`src/include/cclp_cfg.svh`:
```
// Register offsets, field positions, reset values and counts for the clock block
`ifndef CCLP_CFG_SVH
`define CCLP_CFG_SVH

`define CCLP_AW 8
`define CCLP_DW 32
`define CCLP_NGATE 32
`define CCLP_NPINS 66

`define CCLP_OFF_LPCTRL 8'h00
`define CCLP_OFF_PINSEL 8'h04
`define CCLP_OFF_GATE 8'h08
`define CCLP_OFF_TMRCTL 8'h0c
`define CCLP_OFF_LSP 8'h10
`define CCLP_OFF_HSP 8'h14
`define CCLP_OFF_ANACTL 8'h18
`define CCLP_OFF_PLLREQ 8'h1c
`define CCLP_OFF_STATUS 8'h20
`define CCLP_OFF_LPSTAT 8'h24
`define CCLP_OFF_PLLCTL 8'h28
`define CCLP_OFF_PLLMULT 8'h2c
`define CCLP_OFF_PLLSTATE 8'h30
`define CCLP_OFF_SYSDIV 8'h34

`define CCLP_LPM_LSB 0
`define CCLP_LPM_MSB 1
`define CCLP_QUAL_LSB 2
`define CCLP_QUAL_MSB 7
`define CCLP_WAKEIE_BIT 8
`define CCLP_TSRC_LSB 0
`define CCLP_TSRC_MSB 1
`define CCLP_TDIV_LSB 8
`define CCLP_TDIV_MSB 15

`define CCLP_LPM_IDLE 2'h0
`define CCLP_LPM_STANDBY 2'h1
`define CCLP_TSRC_SYS 2'h0
`define CCLP_TSRC_OSC 2'h1
`define CCLP_TSRC_TEN 2'h2

`define CCLP_QUAL_RST 6'h00
`define CCLP_PINSEL_RST 7'h00
`define CCLP_GATE_RST 32'h00000000
`define CCLP_DIV_RST 8'h00
`define CCLP_LSP_RST 8'h02
`define CCLP_HSP_RST 8'h01
`define CCLP_ANADIV_RST 8'h01
`define CCLP_PLLREG_RST 16'h0000
`define CCLP_LPSTAT_RST 8'h00

`define CCLP_PLL_CTL_IX 2'h0
`define CCLP_PLL_MULT_IX 2'h1
`define CCLP_PLL_STATE_IX 2'h2
`define CCLP_PLL_SYSDIV_IX 2'h3

`endif

```
`src/include/cclp_pkg.sv`:
```
// Types shared by the control-core clock and low-power block
package cclp_pkg;

    typedef enum logic [1:0] {
        CCLP_NORMAL = 2'b00,
        CCLP_IDLE = 2'b01,
        CCLP_STANDBY = 2'b10,
        CCLP_WAKING = 2'b11
    } cclp_mode_t;

    typedef struct packed {
        logic [7:0] addr;
        logic [31:0] wdata;
        logic wr;
        logic rd;
    } cclp_bus_t;

    typedef struct packed {
        logic inputClk;
        logic periphSysClk;
        logic coreClk;
        logic timerTwoClk;
        logic lowSpeedClk;
        logic highSpeedClk;
        logic analogClk;
        logic sharedClk;
    } cclp_clk_en_t;

    typedef struct packed {
        logic [7:0] cnt;
        logic tick;
    } cclp_div_t;

    typedef struct packed {
        cclp_mode_t mode;
        logic [1:0] lpSel;
        logic [5:0] qual;
        logic wakeIntEn;
        logic [6:0] pinSel;
        logic [31:0] gate;
        logic [1:0] tmrSrc;
        logic [7:0] tmrDiv;
        logic [7:0] lspDiv;
        logic [7:0] hspDiv;
        logic [7:0] anaDiv;
        logic pllOwn;
        logic [3:0][15:0] pll;
        logic [7:0] lpStat;
        logic [2:0] dsSync;
        logic dsLvl;
        logic [2:0] pinSync;
        logic pinLvl;
        logic [6:0] qualCnt;
        logic pinQual;
        logic [31:0] rdata;
        cclp_clk_en_t clk;
        logic [31:0] periphEn;
        logic idleStat;
        logic resume;
        logic wakeIsr;
    } cclp_state_t;

endpackage

```
`src/hw/cclp_div.sv`:
```
// Tick divider: passes one of every divVal+1 input ticks
`timescale 1ns/1ps
`include "cclp_cfg.svh"
module cclp_div
    import cclp_pkg::*;
(
    input wire logic mclk,
    input wire logic rst,
    input wire logic tickIn,
    input wire logic [7:0] divVal,
    output logic tickOut
);
    cclp_div_t st_reg;
    cclp_div_t st_next;

    always_comb begin
        st_next = st_reg;
        st_next.tick = 1'b0;
        if (tickIn) begin
            // Compare with >= so a shrunk divider never overshoots
            if (st_reg.cnt >= divVal) begin
                st_next.cnt = 8'h00;
                st_next.tick = 1'b1;
            end else begin
                st_next.cnt = st_reg.cnt + 8'h01;
            end
        end
    end

    always_ff @(posedge mclk) begin
        if (rst) begin
            st_reg <= '0;
        end else begin
            st_reg <= st_next;
        end
    end

    assign tickOut = st_reg.tick;
endmodule

```
`src/hw/cclp_top.sv`:
```
// Control-core clock distribution, low-power modes and shared PLL ownership
//
// Strobed register access and the address map were left to the implementer.
`timescale 1ns/1ps
`include "cclp_cfg.svh"
module cclp_top
    import cclp_pkg::*;
(
    input wire logic mclk,
    input wire logic rst,
    input cclp_bus_t busReq,
    output logic [31:0] rdata,
    input wire logic pllTick,
    input wire logic oscTick,
    input wire logic tenMhzTick,
    input wire logic pllBypass,
    input wire logic srcClockMissing,
    input wire logic pllLocked,
    input wire logic idleInstr,
    input wire logic enabledIrq,
    input wire logic nmiIrq,
    input wire logic ipcIrqOne,
    input wire logic [65:0] wakePins,
    input wire logic masterDeepSleep,
    input wire logic pllWriteReclaim,
    input wire logic masterPllWr,
    input wire logic [1:0] masterPllIx,
    input wire logic [15:0] masterPllData,
    input wire logic analogIfReset,
    input wire logic analogSecReset,
    output cclp_clk_en_t clkEn,
    output logic [31:0] periphClkEn,
    output logic idleStatus,
    output logic wakeIsrReq,
    output logic resumeFetch,
    output cclp_mode_t modeOut,
    output logic pllOwned,
    output logic [3:0][15:0] pllRegs,
    output logic [7:0] lowPowerStatus
);
    cclp_state_t st_reg;
    cclp_state_t st_next;
    logic analogRst;
    logic srcTick;
    logic mainTick;
    logic sysTick;
    logic periphTick;
    logic tmrSrcTick;
    logic tmrTick;
    logic lspTick;
    logic hspTick;
    logic anaTick;
    logic selPin;

    assign analogRst = rst | analogIfReset | analogSecReset;

    // Missing source outranks bypass: the ten MHz tick never stops
    always_comb begin
        if (srcClockMissing) begin
            srcTick = tenMhzTick;
        end else if (pllBypass) begin
            srcTick = oscTick;
        end else begin
            srcTick = pllTick;
        end
    end

    // Divide by one out of reset, as the system divider field is zero
    cclp_div u_sysdiv (
        .mclk(mclk),
        .rst(rst),
        .tickIn(srcTick),
        .divVal(st_reg.pll[`CCLP_PLL_SYSDIV_IX][7:0]),
        .tickOut(mainTick)
    );

    // Deep sleep cuts the core input clock and everything below it
    assign sysTick = mainTick & ~st_reg.dsLvl;
    assign periphTick = sysTick & (st_reg.mode != CCLP_STANDBY);

    // Oscillator and ten MHz timer sources ignore standby and deep sleep
    always_comb begin
        case (st_reg.tmrSrc)
            `CCLP_TSRC_OSC: tmrSrcTick = oscTick;
            `CCLP_TSRC_TEN: tmrSrcTick = tenMhzTick;
            default: tmrSrcTick = periphTick;
        endcase
    end

    cclp_div u_tmrdiv (
        .mclk(mclk),
        .rst(rst),
        .tickIn(tmrSrcTick),
        .divVal(st_reg.tmrDiv),
        .tickOut(tmrTick)
    );

    cclp_div u_lspdiv (
        .mclk(mclk),
        .rst(rst),
        .tickIn(periphTick),
        .divVal(st_reg.lspDiv),
        .tickOut(lspTick)
    );

    cclp_div u_hspdiv (
        .mclk(mclk),
        .rst(rst),
        .tickIn(periphTick),
        .divVal(st_reg.hspDiv),
        .tickOut(hspTick)
    );

    // Analog divider restarts with its register on any analog reset
    cclp_div u_anadiv (
        .mclk(mclk),
        .rst(analogRst),
        .tickIn(sysTick),
        .divVal(st_reg.anaDiv),
        .tickOut(anaTick)
    );

    // Unselected codes at or above the pin count read as quiet
    assign selPin = (st_reg.pinSel < 7'(`CCLP_NPINS)) ? wakePins[st_reg.pinSel] : 1'b0;

    always_comb begin
        st_next = st_reg;
        st_next.resume = 1'b0;
        st_next.wakeIsr = 1'b0;

        // Three-stage synchronisers; a change counts once stages two and three agree
        st_next.dsSync = {st_reg.dsSync[1:0], masterDeepSleep};
        if (st_reg.dsSync[1] == st_reg.dsSync[2]) begin
            st_next.dsLvl = st_reg.dsSync[2];
        end
        st_next.pinSync = {st_reg.pinSync[1:0], selPin};
        if (st_reg.pinSync[1] == st_reg.pinSync[2]) begin
            st_next.pinLvl = st_reg.pinSync[2];
        end

        // Pin must stay high for qual+1 agreed samples before it may wake
        if (st_reg.pinLvl) begin
            if (st_reg.qualCnt < {1'b0, st_reg.qual}) begin
                st_next.qualCnt = st_reg.qualCnt + 7'h01;
            end else begin
                st_next.pinQual = 1'b1;
            end
        end else begin
            st_next.qualCnt = 7'h00;
            st_next.pinQual = 1'b0;
        end

        // Idle instruction outside normal mode is dropped
        case (st_reg.mode)
            CCLP_NORMAL: begin
                if (idleInstr) begin
                    st_next.idleStat = 1'b1;
                    if (st_reg.lpSel == `CCLP_LPM_STANDBY) begin
                        st_next.mode = CCLP_STANDBY;
                    end else begin
                        st_next.mode = CCLP_IDLE;
                    end
                end
            end
            CCLP_IDLE: begin
                if (enabledIrq || nmiIrq) begin
                    st_next.mode = CCLP_WAKING;
                end
            end
            CCLP_STANDBY: begin
                // Only the qualified pin or IPC one may end standby
                if (st_reg.pinQual || ipcIrqOne) begin
                    st_next.mode = CCLP_WAKING;
                end
            end
            CCLP_WAKING: begin
                // Core, input and peripheral clock enables, ISR and fetch all launch here and show together a cycle later
                st_next.mode = CCLP_NORMAL;
                st_next.idleStat = 1'b0;
                st_next.wakeIsr = st_reg.wakeIntEn;
                st_next.resume = 1'b1;
            end
            default: begin
                st_next.mode = CCLP_NORMAL;
            end
        endcase

        // Enables follow the registered mode, so a mode change acts a cycle late
        st_next.clk.inputClk = sysTick & (st_reg.mode != CCLP_STANDBY);
        st_next.clk.periphSysClk = periphTick;
        st_next.clk.coreClk = sysTick & ((st_reg.mode == CCLP_NORMAL) ||
            (st_reg.mode == CCLP_WAKING));
        st_next.clk.timerTwoClk = tmrTick;
        st_next.clk.lowSpeedClk = lspTick;
        st_next.clk.highSpeedClk = hspTick;
        st_next.clk.analogClk = anaTick;
        st_next.clk.sharedClk = sysTick;
        st_next.periphEn = st_reg.gate & {32{periphTick}};

        // Master write path works only while the core does not hold ownership
        if (masterPllWr && !st_reg.pllOwn && (masterPllIx != `CCLP_PLL_STATE_IX)) begin
            st_next.pll[masterPllIx] = masterPllData;
        end
        // Lock flag reaches software one cycle after the input
        st_next.pll[`CCLP_PLL_STATE_IX] = {15'h0000, pllLocked};

        // No wait states: every accepted write lands at the next edge
        if (busReq.wr) begin
            case (busReq.addr)
                `CCLP_OFF_LPCTRL: begin
                    st_next.lpSel = busReq.wdata[`CCLP_LPM_MSB:`CCLP_LPM_LSB];
                    st_next.qual = busReq.wdata[`CCLP_QUAL_MSB:`CCLP_QUAL_LSB];
                    st_next.wakeIntEn = busReq.wdata[`CCLP_WAKEIE_BIT];
                end
                `CCLP_OFF_PINSEL: st_next.pinSel = busReq.wdata[6:0];
                `CCLP_OFF_GATE: st_next.gate = busReq.wdata;
                `CCLP_OFF_TMRCTL: begin
                    st_next.tmrSrc = busReq.wdata[`CCLP_TSRC_MSB:`CCLP_TSRC_LSB];
                    st_next.tmrDiv = busReq.wdata[`CCLP_TDIV_MSB:`CCLP_TDIV_LSB];
                end
                `CCLP_OFF_LSP: st_next.lspDiv = busReq.wdata[7:0];
                `CCLP_OFF_HSP: st_next.hspDiv = busReq.wdata[7:0];
                `CCLP_OFF_ANACTL: st_next.anaDiv = busReq.wdata[7:0];
                `CCLP_OFF_PLLREQ: begin
                    if (busReq.wdata[0]) begin
                        st_next.pllOwn = 1'b1;
                    end
                end
                `CCLP_OFF_LPSTAT: st_next.lpStat = busReq.wdata[7:0];
                `CCLP_OFF_PLLCTL: begin
                    if (st_reg.pllOwn) begin
                        st_next.pll[`CCLP_PLL_CTL_IX] = busReq.wdata[15:0];
                    end
                end
                `CCLP_OFF_PLLMULT: begin
                    if (st_reg.pllOwn) begin
                        st_next.pll[`CCLP_PLL_MULT_IX] = busReq.wdata[15:0];
                    end
                end
                `CCLP_OFF_SYSDIV: begin
                    if (st_reg.pllOwn) begin
                        st_next.pll[`CCLP_PLL_SYSDIV_IX] = busReq.wdata[15:0];
                    end
                end
                default: begin
                end
            endcase
        end

        // Master may take ownership back at any time, even against a fresh request
        if (pllWriteReclaim) begin
            st_next.pllOwn = 1'b0;
        end

        // Read data stands for one cycle only, zero otherwise
        st_next.rdata = 32'h00000000;
        if (busReq.rd) begin
            case (busReq.addr)
                `CCLP_OFF_LPCTRL: st_next.rdata = {23'h000000, st_reg.wakeIntEn,
                    st_reg.qual, st_reg.lpSel};
                `CCLP_OFF_PINSEL: st_next.rdata = {25'h0000000, st_reg.pinSel};
                `CCLP_OFF_GATE: st_next.rdata = st_reg.gate;
                `CCLP_OFF_TMRCTL: st_next.rdata = {16'h0000, st_reg.tmrDiv, 6'h00,
                    st_reg.tmrSrc};
                `CCLP_OFF_LSP: st_next.rdata = {24'h000000, st_reg.lspDiv};
                `CCLP_OFF_HSP: st_next.rdata = {24'h000000, st_reg.hspDiv};
                `CCLP_OFF_ANACTL: st_next.rdata = {24'h000000, st_reg.anaDiv};
                `CCLP_OFF_PLLREQ: st_next.rdata = {31'h00000000, st_reg.pllOwn};
                `CCLP_OFF_STATUS: st_next.rdata = {26'h0000000, st_reg.pinQual,
                    st_reg.dsLvl, st_reg.idleStat, st_reg.pllOwn, st_reg.mode};
                `CCLP_OFF_LPSTAT: st_next.rdata = {24'h000000, st_reg.lpStat};
                `CCLP_OFF_PLLCTL: st_next.rdata = {16'h0000, st_reg.pll[`CCLP_PLL_CTL_IX]};
                `CCLP_OFF_PLLMULT: st_next.rdata = {16'h0000, st_reg.pll[`CCLP_PLL_MULT_IX]};
                `CCLP_OFF_PLLSTATE: st_next.rdata = {16'h0000,
                    st_reg.pll[`CCLP_PLL_STATE_IX]};
                `CCLP_OFF_SYSDIV: st_next.rdata = {16'h0000,
                    st_reg.pll[`CCLP_PLL_SYSDIV_IX]};
                default: st_next.rdata = 32'h00000000;
            endcase
        end

        // Analog control register follows the analog resets as well as the core reset
        if (analogIfReset || analogSecReset) begin
            st_next.anaDiv = `CCLP_ANADIV_RST;
        end
    end

    // Low-speed, high-speed and analog prescalers leave reset at nonzero defaults; everything else clears
    always_ff @(posedge mclk) begin
        if (rst) begin
            st_reg <= '0;
            st_reg.mode <= CCLP_NORMAL;
            st_reg.lpSel <= `CCLP_LPM_IDLE;
            st_reg.qual <= `CCLP_QUAL_RST;
            st_reg.pinSel <= `CCLP_PINSEL_RST;
            st_reg.gate <= `CCLP_GATE_RST;
            st_reg.tmrDiv <= `CCLP_DIV_RST;
            st_reg.lspDiv <= `CCLP_LSP_RST;
            st_reg.hspDiv <= `CCLP_HSP_RST;
            st_reg.anaDiv <= `CCLP_ANADIV_RST;
            st_reg.pll <= {4{`CCLP_PLLREG_RST}};
            st_reg.lpStat <= `CCLP_LPSTAT_RST;
        end else begin
            st_reg <= st_next;
        end
    end

    // Every output comes straight from the state register
    assign rdata = st_reg.rdata;
    assign clkEn = st_reg.clk;
    assign periphClkEn = st_reg.periphEn;
    assign idleStatus = st_reg.idleStat;
    assign wakeIsrReq = st_reg.wakeIsr;
    assign resumeFetch = st_reg.resume;
    assign modeOut = st_reg.mode;
    assign pllOwned = st_reg.pllOwn;
    assign pllRegs = st_reg.pll;
    assign lowPowerStatus = st_reg.lpStat;
endmodule

```
`config.mk`:
```
export PLATFORM = sky130hd
export DESIGN_NAME = cclp_top
export DESIGN_NICKNAME = d
export VERILOG_FILES = /design/src/include/cclp_pkg.sv /design/src/hw/cclp_div.sv /design/src/hw/cclp_top.sv
export VERILOG_INCLUDE_DIRS = /design/src /design/src/include
export SDC_FILE = /design/constraint.sdc
export NUM_CORES = 1
export LEC_CHECK = 0
export BUFFER_PORTS_ARGS = -buffer_cell sky130_fd_sc_hd__buf_4
export CORE_MARGIN = 2
export CORE_UTILIZATION = 55
export CTS_CLUSTER_DIAMETER = 150
export CTS_CLUSTER_SIZE = 14
export DETAILED_ROUTE_END_ITERATION = 7
export PLACE_DENSITY = 0.8
export REMOVE_ABC_BUFFERS = 1
export SKIP_CTS_REPAIR_TIMING = 1
export SYNTH_ARGS = -nofsm -noshare
export SYNTH_HDL_FRONTEND = slang
export SYNTH_SLANG_ARGS = --single-unit
```
`constraint.sdc`:
```
create_clock -name mclk -period 2.25 [get_ports mclk]
set_input_delay 0.225 -clock mclk [delete_from_list [all_inputs] [get_ports mclk]]
set_output_delay 0.225 -clock mclk [all_outputs]
set_load 0.05 [all_outputs]
```
==> summary.txt, run 1 <==
status: finished, violations left
failing checks: negative hold slack
CTS Buffer Depth: 3
GRT Overall Usage: 28.7%
post-synthesis sequential area ratio: 40.2%
max incr delay on CP: 0.42 ns
Clock Skews: 0.0115 ns
CP max FO: 10
clock transition at the registers of the reported paths: 0.06 ns
synthesized instance count: 1544
worst setup path start: st_reg[243]
post-synth top area share: 40.2%
Hold Path Depth: 3
Chip Width: 162 um
RR Startpoint: st_reg[243]
Slew Viols, Final: 0
DP HPWL: 28400 um
IO Port Bufs: 277
synth warn: 0
reg2reg setup slack: 0.15 ns
initial antenna violation count: 0
Crit path max-delay family: compound AO/OA/AOI/OAI gates
CP Buf/Inv Count: 1
number of synthesized register bits: 277
first-pass GRT wire length: 59800 um
syn avg cell area: 8.94 sq um
Post-synth EDFFs: 0
commonest non-fill, non-tap cell in the layout: buf_4
most frequent cells in the layout: buf_4 (327), dfxtp_1 (277), nand2_1 (144)
clock network fraction of design power: 36.1%
First-pass DRT Iterations: 8
peak supply drop: 425 uV
Ports: 293
asr flop ratio synth: 0%
Worst Path Required: 2.69 ns
vias in the first global route: 11100
Synth area leader: dfxtp_1
Max-cap violations: 0
Die Footprint: 0.0264 sq mm
clock sinks: 277
HP Class: input port to flip-flop
root buf cell: clkbuf_16
P&R area growth vs syn: 17.4%
nets@finish: 1904
share of layout cells above drive strength 1: 22.8%
synthesized area: 0.0138 sq mm
reg2reg end: st_reg[81]
CTS tree: built
pwr/cell area: 594 mW/mm^2
crit-path cells: inv_1 > ha_1 > a211o_1 > a31oi_1 > o21ai_1 > or3_1 > a21oi_1
grt ovf: 0
initial core utilization: 56.5%
Synth Flop Type: dfxtp_1
fmax: 477 MHz
setup_tns: 0 ns
total CTS buffers: 23
Hold EP: st_reg[208]
routed vias: 11600
gpl congestion: 0.968
hold_ws: -0.0000667 ns
min-delay src: busReq[12]
switch share: 24.9%
CP Launch Type: flip-flop
Core Footprint: 0.0245 sq mm
CP arrival: 2.54 ns
final wirelength: 39200 um
H-tree depth: 1
R2R depth: 7
Sw Pwr: 2.40 mW
Slowest cell on crit path: or3_1
Largest register FFs: 94
Setup CP Type: flip-flop to flip-flop
Combinational Power Share: 11.7%
crit path capture type: flip-flop
largest net degree at the start of global routing: 58
final worst path period share: 93.2%
Worst-Skew Late Latency: 0.52 ns
Post-route DRC: 0
post-layout min period: 2.10 ns
Via density: 5.74
sequential share of power: 52.2%
final hold viol count: 1
Std-Cell Rows: 57
P_int: 7.23 mW
fillcell total: 1987
chip height: 162 um
slew margin rel.: 54.9%
Netlist cell types: 64
wire per inst: 19.3 um
Final setup viols: 0
leakage power: 6.80 nW
worst-margin pin slew: 0.672 ns
initial DRC count: 1076
ANT nets after route: 0
unrepaired setup endpoints after global routing: false
top cells by area, synth: dfxtp_1 (40%), buf_4 (7.9%), mux2i_1 (6.6%)
## per-layer routing
layer | vias to the layer above | wire, um | global-route usage, %
met5 | - | 0 | 0
met4 | 0 | 1460 | 10.7
met3 | 95 | 3420 | 4.79
li1 | 5478 | - | -
met2 | 594 | 18400 | 48.3
met1 | 5469 | 16000 | 37.2
## logic make-up after synthesis
logic type	after synthesis	share of synthesized area, %
other cells	1	0.0272
simple gates	492	17.2
flops	277	40.2
xor+xnor	35	2.22
fa+ha+maj	57	5.16
mux	117	10.4
buf+inv	296	12.3
compound gates	269	12.5
## how the worst max path moves through the flow
stage / to / slack (ns) / cells after the start
after CTS: st_next[85] / 0.12 / 5
after global placement: st_next[85] / 0.17 / 5
after detailed placement: st_next[85] / 0.12 / 5
after global routing: st_reg[81] / 0.02 / 7
after floorplan: pllRegs[0] / -1.43 / 3
final: st_reg[81] / 0.15 / 7
## synthesized netlist by cell type, types with 18 or more instances
library cell	n
nand3_1	55
nor2_1	139
a21oi_1	102
a22oi_1	23
ha_1	57
clkbuf_1	60
buf_4	146
inv_1	60
and2_1	53
xor2_1	24
dfxtp_1	277
a211oi_1	50
nand2_1	144
o21ai_0	29
nor3_1	18
mux2i_1	91
buf_2	26
## metrics by stage
stage               utilization (%)  power [mW]  cells  cell area, sq um  setup WS, ns
detailed placement             63.0        6.21   1980             15400         0.118
finish                         66.3        9.63   2028             16200         0.152
CTS                            65.3        9.62   2004             16000         0.118
floorplan                         -        5.63   1322             12400         -1.43
global placement               63.0        6.19   1980             15400         0.165
global route                   66.3        9.95   2027             16200        0.0198
## final cells by class
cell class                 count  area [sq um]  share of cell area (%)
multi-input combinational    985          6650                    41.0
sequential                   277          5550                    34.2
tap                          324           405                    2.50
clock buffer                  23           576                    3.55
clock inverter                 1          5.00                  0.0309
inverter                      60           225                    1.39
timing repair buffer         357          2820                    17.4
antenna                        1          2.50                  0.0154
## power groups by stage
stage	Clock (mW)	Sequential, mW	Combinational, mW
after floorplan	0	5.27	0.365
after global placement	0	5.13	1.06
after detailed placement	0	5.13	1.08
after CTS	3.52	5.02	1.08
after global routing	3.73	5.03	1.19
final	3.48	5.03	1.12
## worst min-delay path, cell delays in order
cell	delay [ns]
buf_4	0.13
nand2_1	0.05
a21oi_1	0.05
Power figures use the tool's default switching activity.
==> run 2, diff against run 1 <==
Settings changed: CELL_PAD_IN_SITES_DETAIL_PLACEMENT set to 1, CELL_PAD_IN_SITES_GLOBAL_PLACEMENT set to 2, CORE_UTILIZATION 55 to 33, PLACE_DENSITY 0.8 to not set, PLACE_DENSITY_LB_ADDON set to 0.1.
==> run 2 against run 1 <==
  * Hold slack better by 0.030 ns
  * Non-clock buffer count increased by 23
  * Routed wire length up 26%
  * Clock skew up 0.012 ns
  * The flow now finishes without violations
  * First-iteration DRC count shrank 45%
  * Global-route usage down 6.5 points
  * Critical path depth is the same
  * Clock power grew 6.0%
  * Count of clock-buffer cells in the layout unchanged
  * Worst setup slack gained 0.056 ns
==> summary.txt, run 2 (same netlist as run 1, synthesis figures left out) <==
status: completed
first-pass GRT wire length: 73800 um
clock network fraction of design power: 37.2%
Post-route DRC: 0
grt ovf: 0
P&R area growth vs syn: 21.1%
Crit path max-delay family: compound AO/OA/AOI/OAI gates
Worst Setup Slack, final: 0.208 ns
Slew Viols, Final: 0
total CTS buffers: 23
routed vias: 11500
worst-margin pin slew: 0.642 ns
Die Footprint: 0.0435 sq mm
gpl congestion: 0.837
Core Footprint: 0.0411 sq mm
dpl ws: 0.115 ns
final wirelength: 49300 um
CP arrival: 2.51 ns
crit-path cells: inv_1 > ha_1 > a211o_1 > a31oi_1 > o21ai_2 > or3_1 > a21oi_1
Combinational Power Share: 12.2%
commonest non-fill, non-tap cell in the layout: buf_4
GRT Overall Usage: 22.2%
Final Cell Area: 0.0167 sq mm
placed insts: 2205
Final setup viols: 0
final worst path period share: 90.7%
root buf cell: clkbuf_16
Setup CP Type: flip-flop to flip-flop
CP Buf/Inv Count: 1
max incr delay on CP: 0.39 ns
CP Launch Type: flip-flop
Ports: 293
unrepaired setup endpoints after global routing: false
HP Class: input port to flip-flop
largest net degree at the start of global routing: 61
Largest register FFs: 94
fmax: 490 MHz
wire per inst: 21.8 um
initial core utilization: 33.6%
most frequent cells in the layout: buf_4 (342), dfxtp_1 (275), nand2_1 (144)
Worst Path Required: 2.72 ns
setup_tns: 0 ns
First-pass DRT Iterations: 5
non-filler cells, final: 2260
total power: 9.92 mW
Worst-Skew Late Latency: 0.56 ns
CTS Buffer Depth: 3
Std-Cell Rows: 74
H-tree depth: 1
CTS tree: built
final hold viol count: 0
Chip Width: 209 um
Clock Skews: 0.0239 ns
crit path capture type: flip-flop
nets@finish: 1927
IO Port Bufs: 277
DP HPWL: 36600 um
vias in the first global route: 11700
chip height: 209 um
Placement Cell Area: 0.0158 sq mm
slew margin rel.: 57.2%
clock transition at the registers of the reported paths: 0.07 ns
min-delay src: busReq[9]
switch share: 26.7%
Slowest cell on crit path: or3_1
initial DRC count: 595
leakage power: 6.93 nW
Max-cap violations: 0
P_int: 7.27 mW
pwr/cell area: 593 mW/mm^2
worst setup path start: st_reg[243]
clock sinks: 277
share of layout cells above drive strength 1: 23.8%
RR Startpoint: st_reg[243]
CP max FO: 10
initial antenna violation count: 1
Via density: 5.08
Sw Pwr: 2.65 mW
ANT nets after route: 0
post-layout min period: 2.04 ns
peak supply drop: 419 uV
sequential share of power: 50.6%
run 2: metal layers:
metal	vias to the layer above	GRT usage (%)	routed length, um
met4	0	6.13	1260
met5	-	0	0
met2	287	35.7	22400
met3	58	3.17	2130
li1	5535	-	-
met1	5610	31.2	23400
run 2: per-stage QoR:
stage               hold WS, ns  utilization (%)
floorplan                 0.294                -
global placement          0.421             38.5
detailed placement        0.428             38.5
CTS                      -0.144             40.0
global route             0.0116             40.7
finish                   0.0303             40.7
run 2: worst reg2reg max path, stage by stage, from the launching register on:
cell and delay, ns:
dfxtp_1 0.33, inv_1 0.07, ha_1 0.31, a211o_1 0.30, a31oi_1 0.23, o21ai_2 0.20, or3_1 0.39, a21oi_1 0.14
run 2: final timing paths:
kind / end / slack, ns / cells past startpoint
setup / recovery: st_reg[81] / 0.21 / 7
hold / removal: st_reg[205] / 0.03 / 3
setup reg to reg: st_reg[81] / 0.21 / 7
hold reg to reg: clkEn[2] / 0.44 / 1
run 2: final cells by class:
| type | instances | area (sq um) |
|---|---|---|
| Inverter | 60 | 225 |
| Tap cell | 532 | 666 |
| Clock inverter | 2 | 13.8 |
| Multi-Input combinational cell | 985 | 6660 |
| Fill cell | 4779 | 24400 |
| Clock buffer | 23 | 576 |
| Timing Repair Buffer | 380 | 3030 |
| Sequential cell | 277 | 5550 |
| Antenna cell | 1 | 2.50 |
run 2: power by group through the flow:
stage	registers [mW]	logic, mW	clock network, mW
3_3_place_gp	5.14	1.15	0
6_report	5.02	1.21	3.69
4_1_cts	5.02	1.17	3.84
5_1_grt	5.03	1.29	3.99
3_5_place_dp	5.14	1.17	0
2_1_floorplan	5.27	0.365	0
==> run 3, diff against run 2 <==
Settings changed: ABC_AREA set to 1, CORE_UTILIZATION 33 to 31.
==> run 3 against run 2 <==
  * The run now ends with negative hold slack left
  * Sequential share of layout area increased by 0.80 points
  * Clock skew is 0.0094 ns lower
  * Highest routed layer unchanged
  * Largest cell class unchanged
  * Cell count up 15%
  * Critical path depth grew 4
  * Area after synthesis down 1.7%
  * Combinational power is 19% higher
==> summary.txt, run 3 <==
wire per inst: 19.0 um
min-delay src: busReq[26]
CTS Buffer Depth: 3
worst-margin pin slew: 0.665 ns
synthesized area: 0.0136 sq mm
peak supply drop: 446 uV
GR Util met3: 2.49%
final hold viol count: 13
IO Port Bufs: 277
initial antenna violation count: 4
Core Footprint: 0.0432 sq mm
DP HPWL: 37400 um
initial core utilization: 31.4%
crit path capture type: flip-flop
CP arrival: 2.58 ns
fillcell total: 5390
clock sinks: 277
routed vias: 12400
P&R area growth vs syn: 20.3%
asr flop ratio synth: 0%
fmax: 480 MHz
final worst path period share: 92.6%
Worst-Skew Late Latency: 0.56 ns
synthesized instance count: 1832
slew margin rel.: 55.5%
gpl congestion: 0.810
Hold EP: st_reg[222]
CTS tree: built
total power: 10.2 mW
first-pass GRT wire length: 74300 um
chip height: 213 um
total CTS buffers: 23
Chip Width: 213 um
Clock Skews: 0.0145 ns
reg2reg setup slack: 0.26 ns
R2R depth: 11
HP Class: input port to flip-flop
Max-cap violations: 0
leakage power: 7.03 nW
status: finished, violations left
grt ovf: 0
Netlist cell types: 44
Die Footprint: 0.0455 sq mm
Post-synth EDFFs: 0
setup_tns: 0 ns
Final setup viols: 0
clock transition at the registers of the reported paths: 0.08 ns
largest net degree at the start of global routing: 46
First-pass DRT Iterations: 4
grt met2 use: 36.4%
synth warn: 0
Std-Cell Rows: 76
Setup CP Type: input port to flip-flop
vias in the first global route: 12500
CP max FO: 6
post-layout min period: 2.08 ns
Hold Path Depth: 3
Via density: 4.78
top cells by area, synth: dfxtp_1 (41%), buf_4 (8.1%), nand2_1 (7.9%)
pwr/cell area: 628 mW/mm^2
GRT Max-Usage Layer: met2
final wirelength: 49200 um
post-synthesis sequential area ratio: 40.9%
most frequent cells in the layout: buf_4 (321), nand2_1 (287), dfxtp_1 (277)
failing checks: negative hold slack
RR Startpoint: modeOut[0]
H-tree depth: 1
CP Launch Type: input port
share of layout cells above drive strength 1: 18.9%
GRT Overall Usage: 21.5%
Largest register FFs: 94
Final Cell Area: 0.0163 sq mm
Synth area leader: dfxtp_1
root buf cell: clkbuf_16
number of synthesized register bits: 277
reg2reg end: u_tmrdiv.st_reg[7]
Synth Flop Type: dfxtp_1
Ports: 293
Post-route DRC: 0
Placement Cell Area: 0.0155 sq mm
unrepaired setup endpoints after global routing: false
post-synth top area share: 40.9%
Slew Viols, Final: 0
hold_ws: -0.0343 ns
syn avg cell area: 7.41 sq um
Worst Path Required: 2.75 ns
most common cell in the netlist: nand2_1
commonest non-fill, non-tap cell in the layout: buf_4
initial DRC count: 556
Synth top cells by count: nand2_1 (287), dfxtp_1 (277), o21ai_0 (204)
nets@finish: 2203
met1 GRT Util: 29.2%
ANT nets after route: 0
-- run 3: changes by cell type in the layout (fill, tap and decap cells not counted), sizes merged, moves of 13 or more --
| cell | before | now |
|---|---|---|
| nor3 | 19 | 35 |
| inv | 61 | 212 |
| mux4 | 18 | 0 |
| a211oi | 50 | 5 |
| a22oi | 23 | 0 |
| and2 | 55 | 1 |
| a21oi | 102 | 194 |
| nand3 | 56 | 86 |
| mux2i | 91 | 0 |
| nor2b | 13 | 0 |
| nand2 | 144 | 288 |
| o22ai | 2 | 15 |
| o21ai | 32 | 210 |
| buf | 351 | 325 |
-- run 3: kinds of logic after synthesis --
| kind of cell | synth area share (%) |
|---|---|
| AOI/OAI and AO/OA | 17.8 |
| xor gates and xnor gates | 1.74 |
| adders and majority gates | 5.26 |
| buffers and inverters | 16.3 |
| DFF | 40.9 |
| other | 0.0276 |
| and+or+nand+nor | 18.1 |
-- run 3: worst max path at each step --
stage / to / startpoint
floorplan: st_reg[198] / busReq[40]
global placement: rdata[1] / busReq[35]
detailed placement: rdata[1] / busReq[35]
CTS: u_tmrdiv.st_reg[7] / modeOut[0]
global route: u_tmrdiv.st_reg[7] / modeOut[0]
finish: lowPowerStatus[7] / busReq[40]
-- run 3: area by class of cell --
class | count | area [sq um] | share of cell area [%]
Tap cell | 585 | 732 | 4.48
Antenna cell | 4 | 10.0 | 0.0613
Sequential cell | 277 | 5550 | 34.0
Clock inverter | 2 | 25.0 | 0.153
Multi-Input combinational cell | 1135 | 5880 | 36.0
Clock buffer | 23 | 576 | 3.53
Timing Repair Buffer | 351 | 2750 | 16.8
Inverter | 215 | 808 | 4.95
-- run 3: routing by layer --
layer	vias up	wire, um
met5	-	0
met4	0	942
met3	53	1670
met2	203	23500
met1	5949	23100
li1	6181	-
-- run 3: worst max-delay path: stages --
cell and delay [ns]:
buf_4 0.11, inv_1 0.04, nand2_1 0.22, nor2_1 0.24
nand2_1 0.07, nor2_1 0.18, buf_4 0.18, nand3_1 0.06
dlygate4sd3_1 0.56, a21oi_1 0.13, dlygate4sd3_1 0.56
-- run 3: where the power goes --
| part | internal, mW | switching (mW) |
|---|---|---|
| sequential | 5.00 | 0.0918 |
| clock | 1.83 | 1.89 |
| combinational | 0.502 | 0.934 |
| total | 7.33 | 2.92 |
-- run 3: stage by stage --
step / setup slack, ns / instances / util (%)
finish: 0.165 / 2592 / 37.8
global route: 0.0187 / 2589 / 37.8
CTS: 0.211 / 2562 / 37.2
detailed placement: 0.0741 / 2537 / 35.8
global placement: 0.156 / 2537 / 35.8
floorplan: -0.515 / 1627 / -
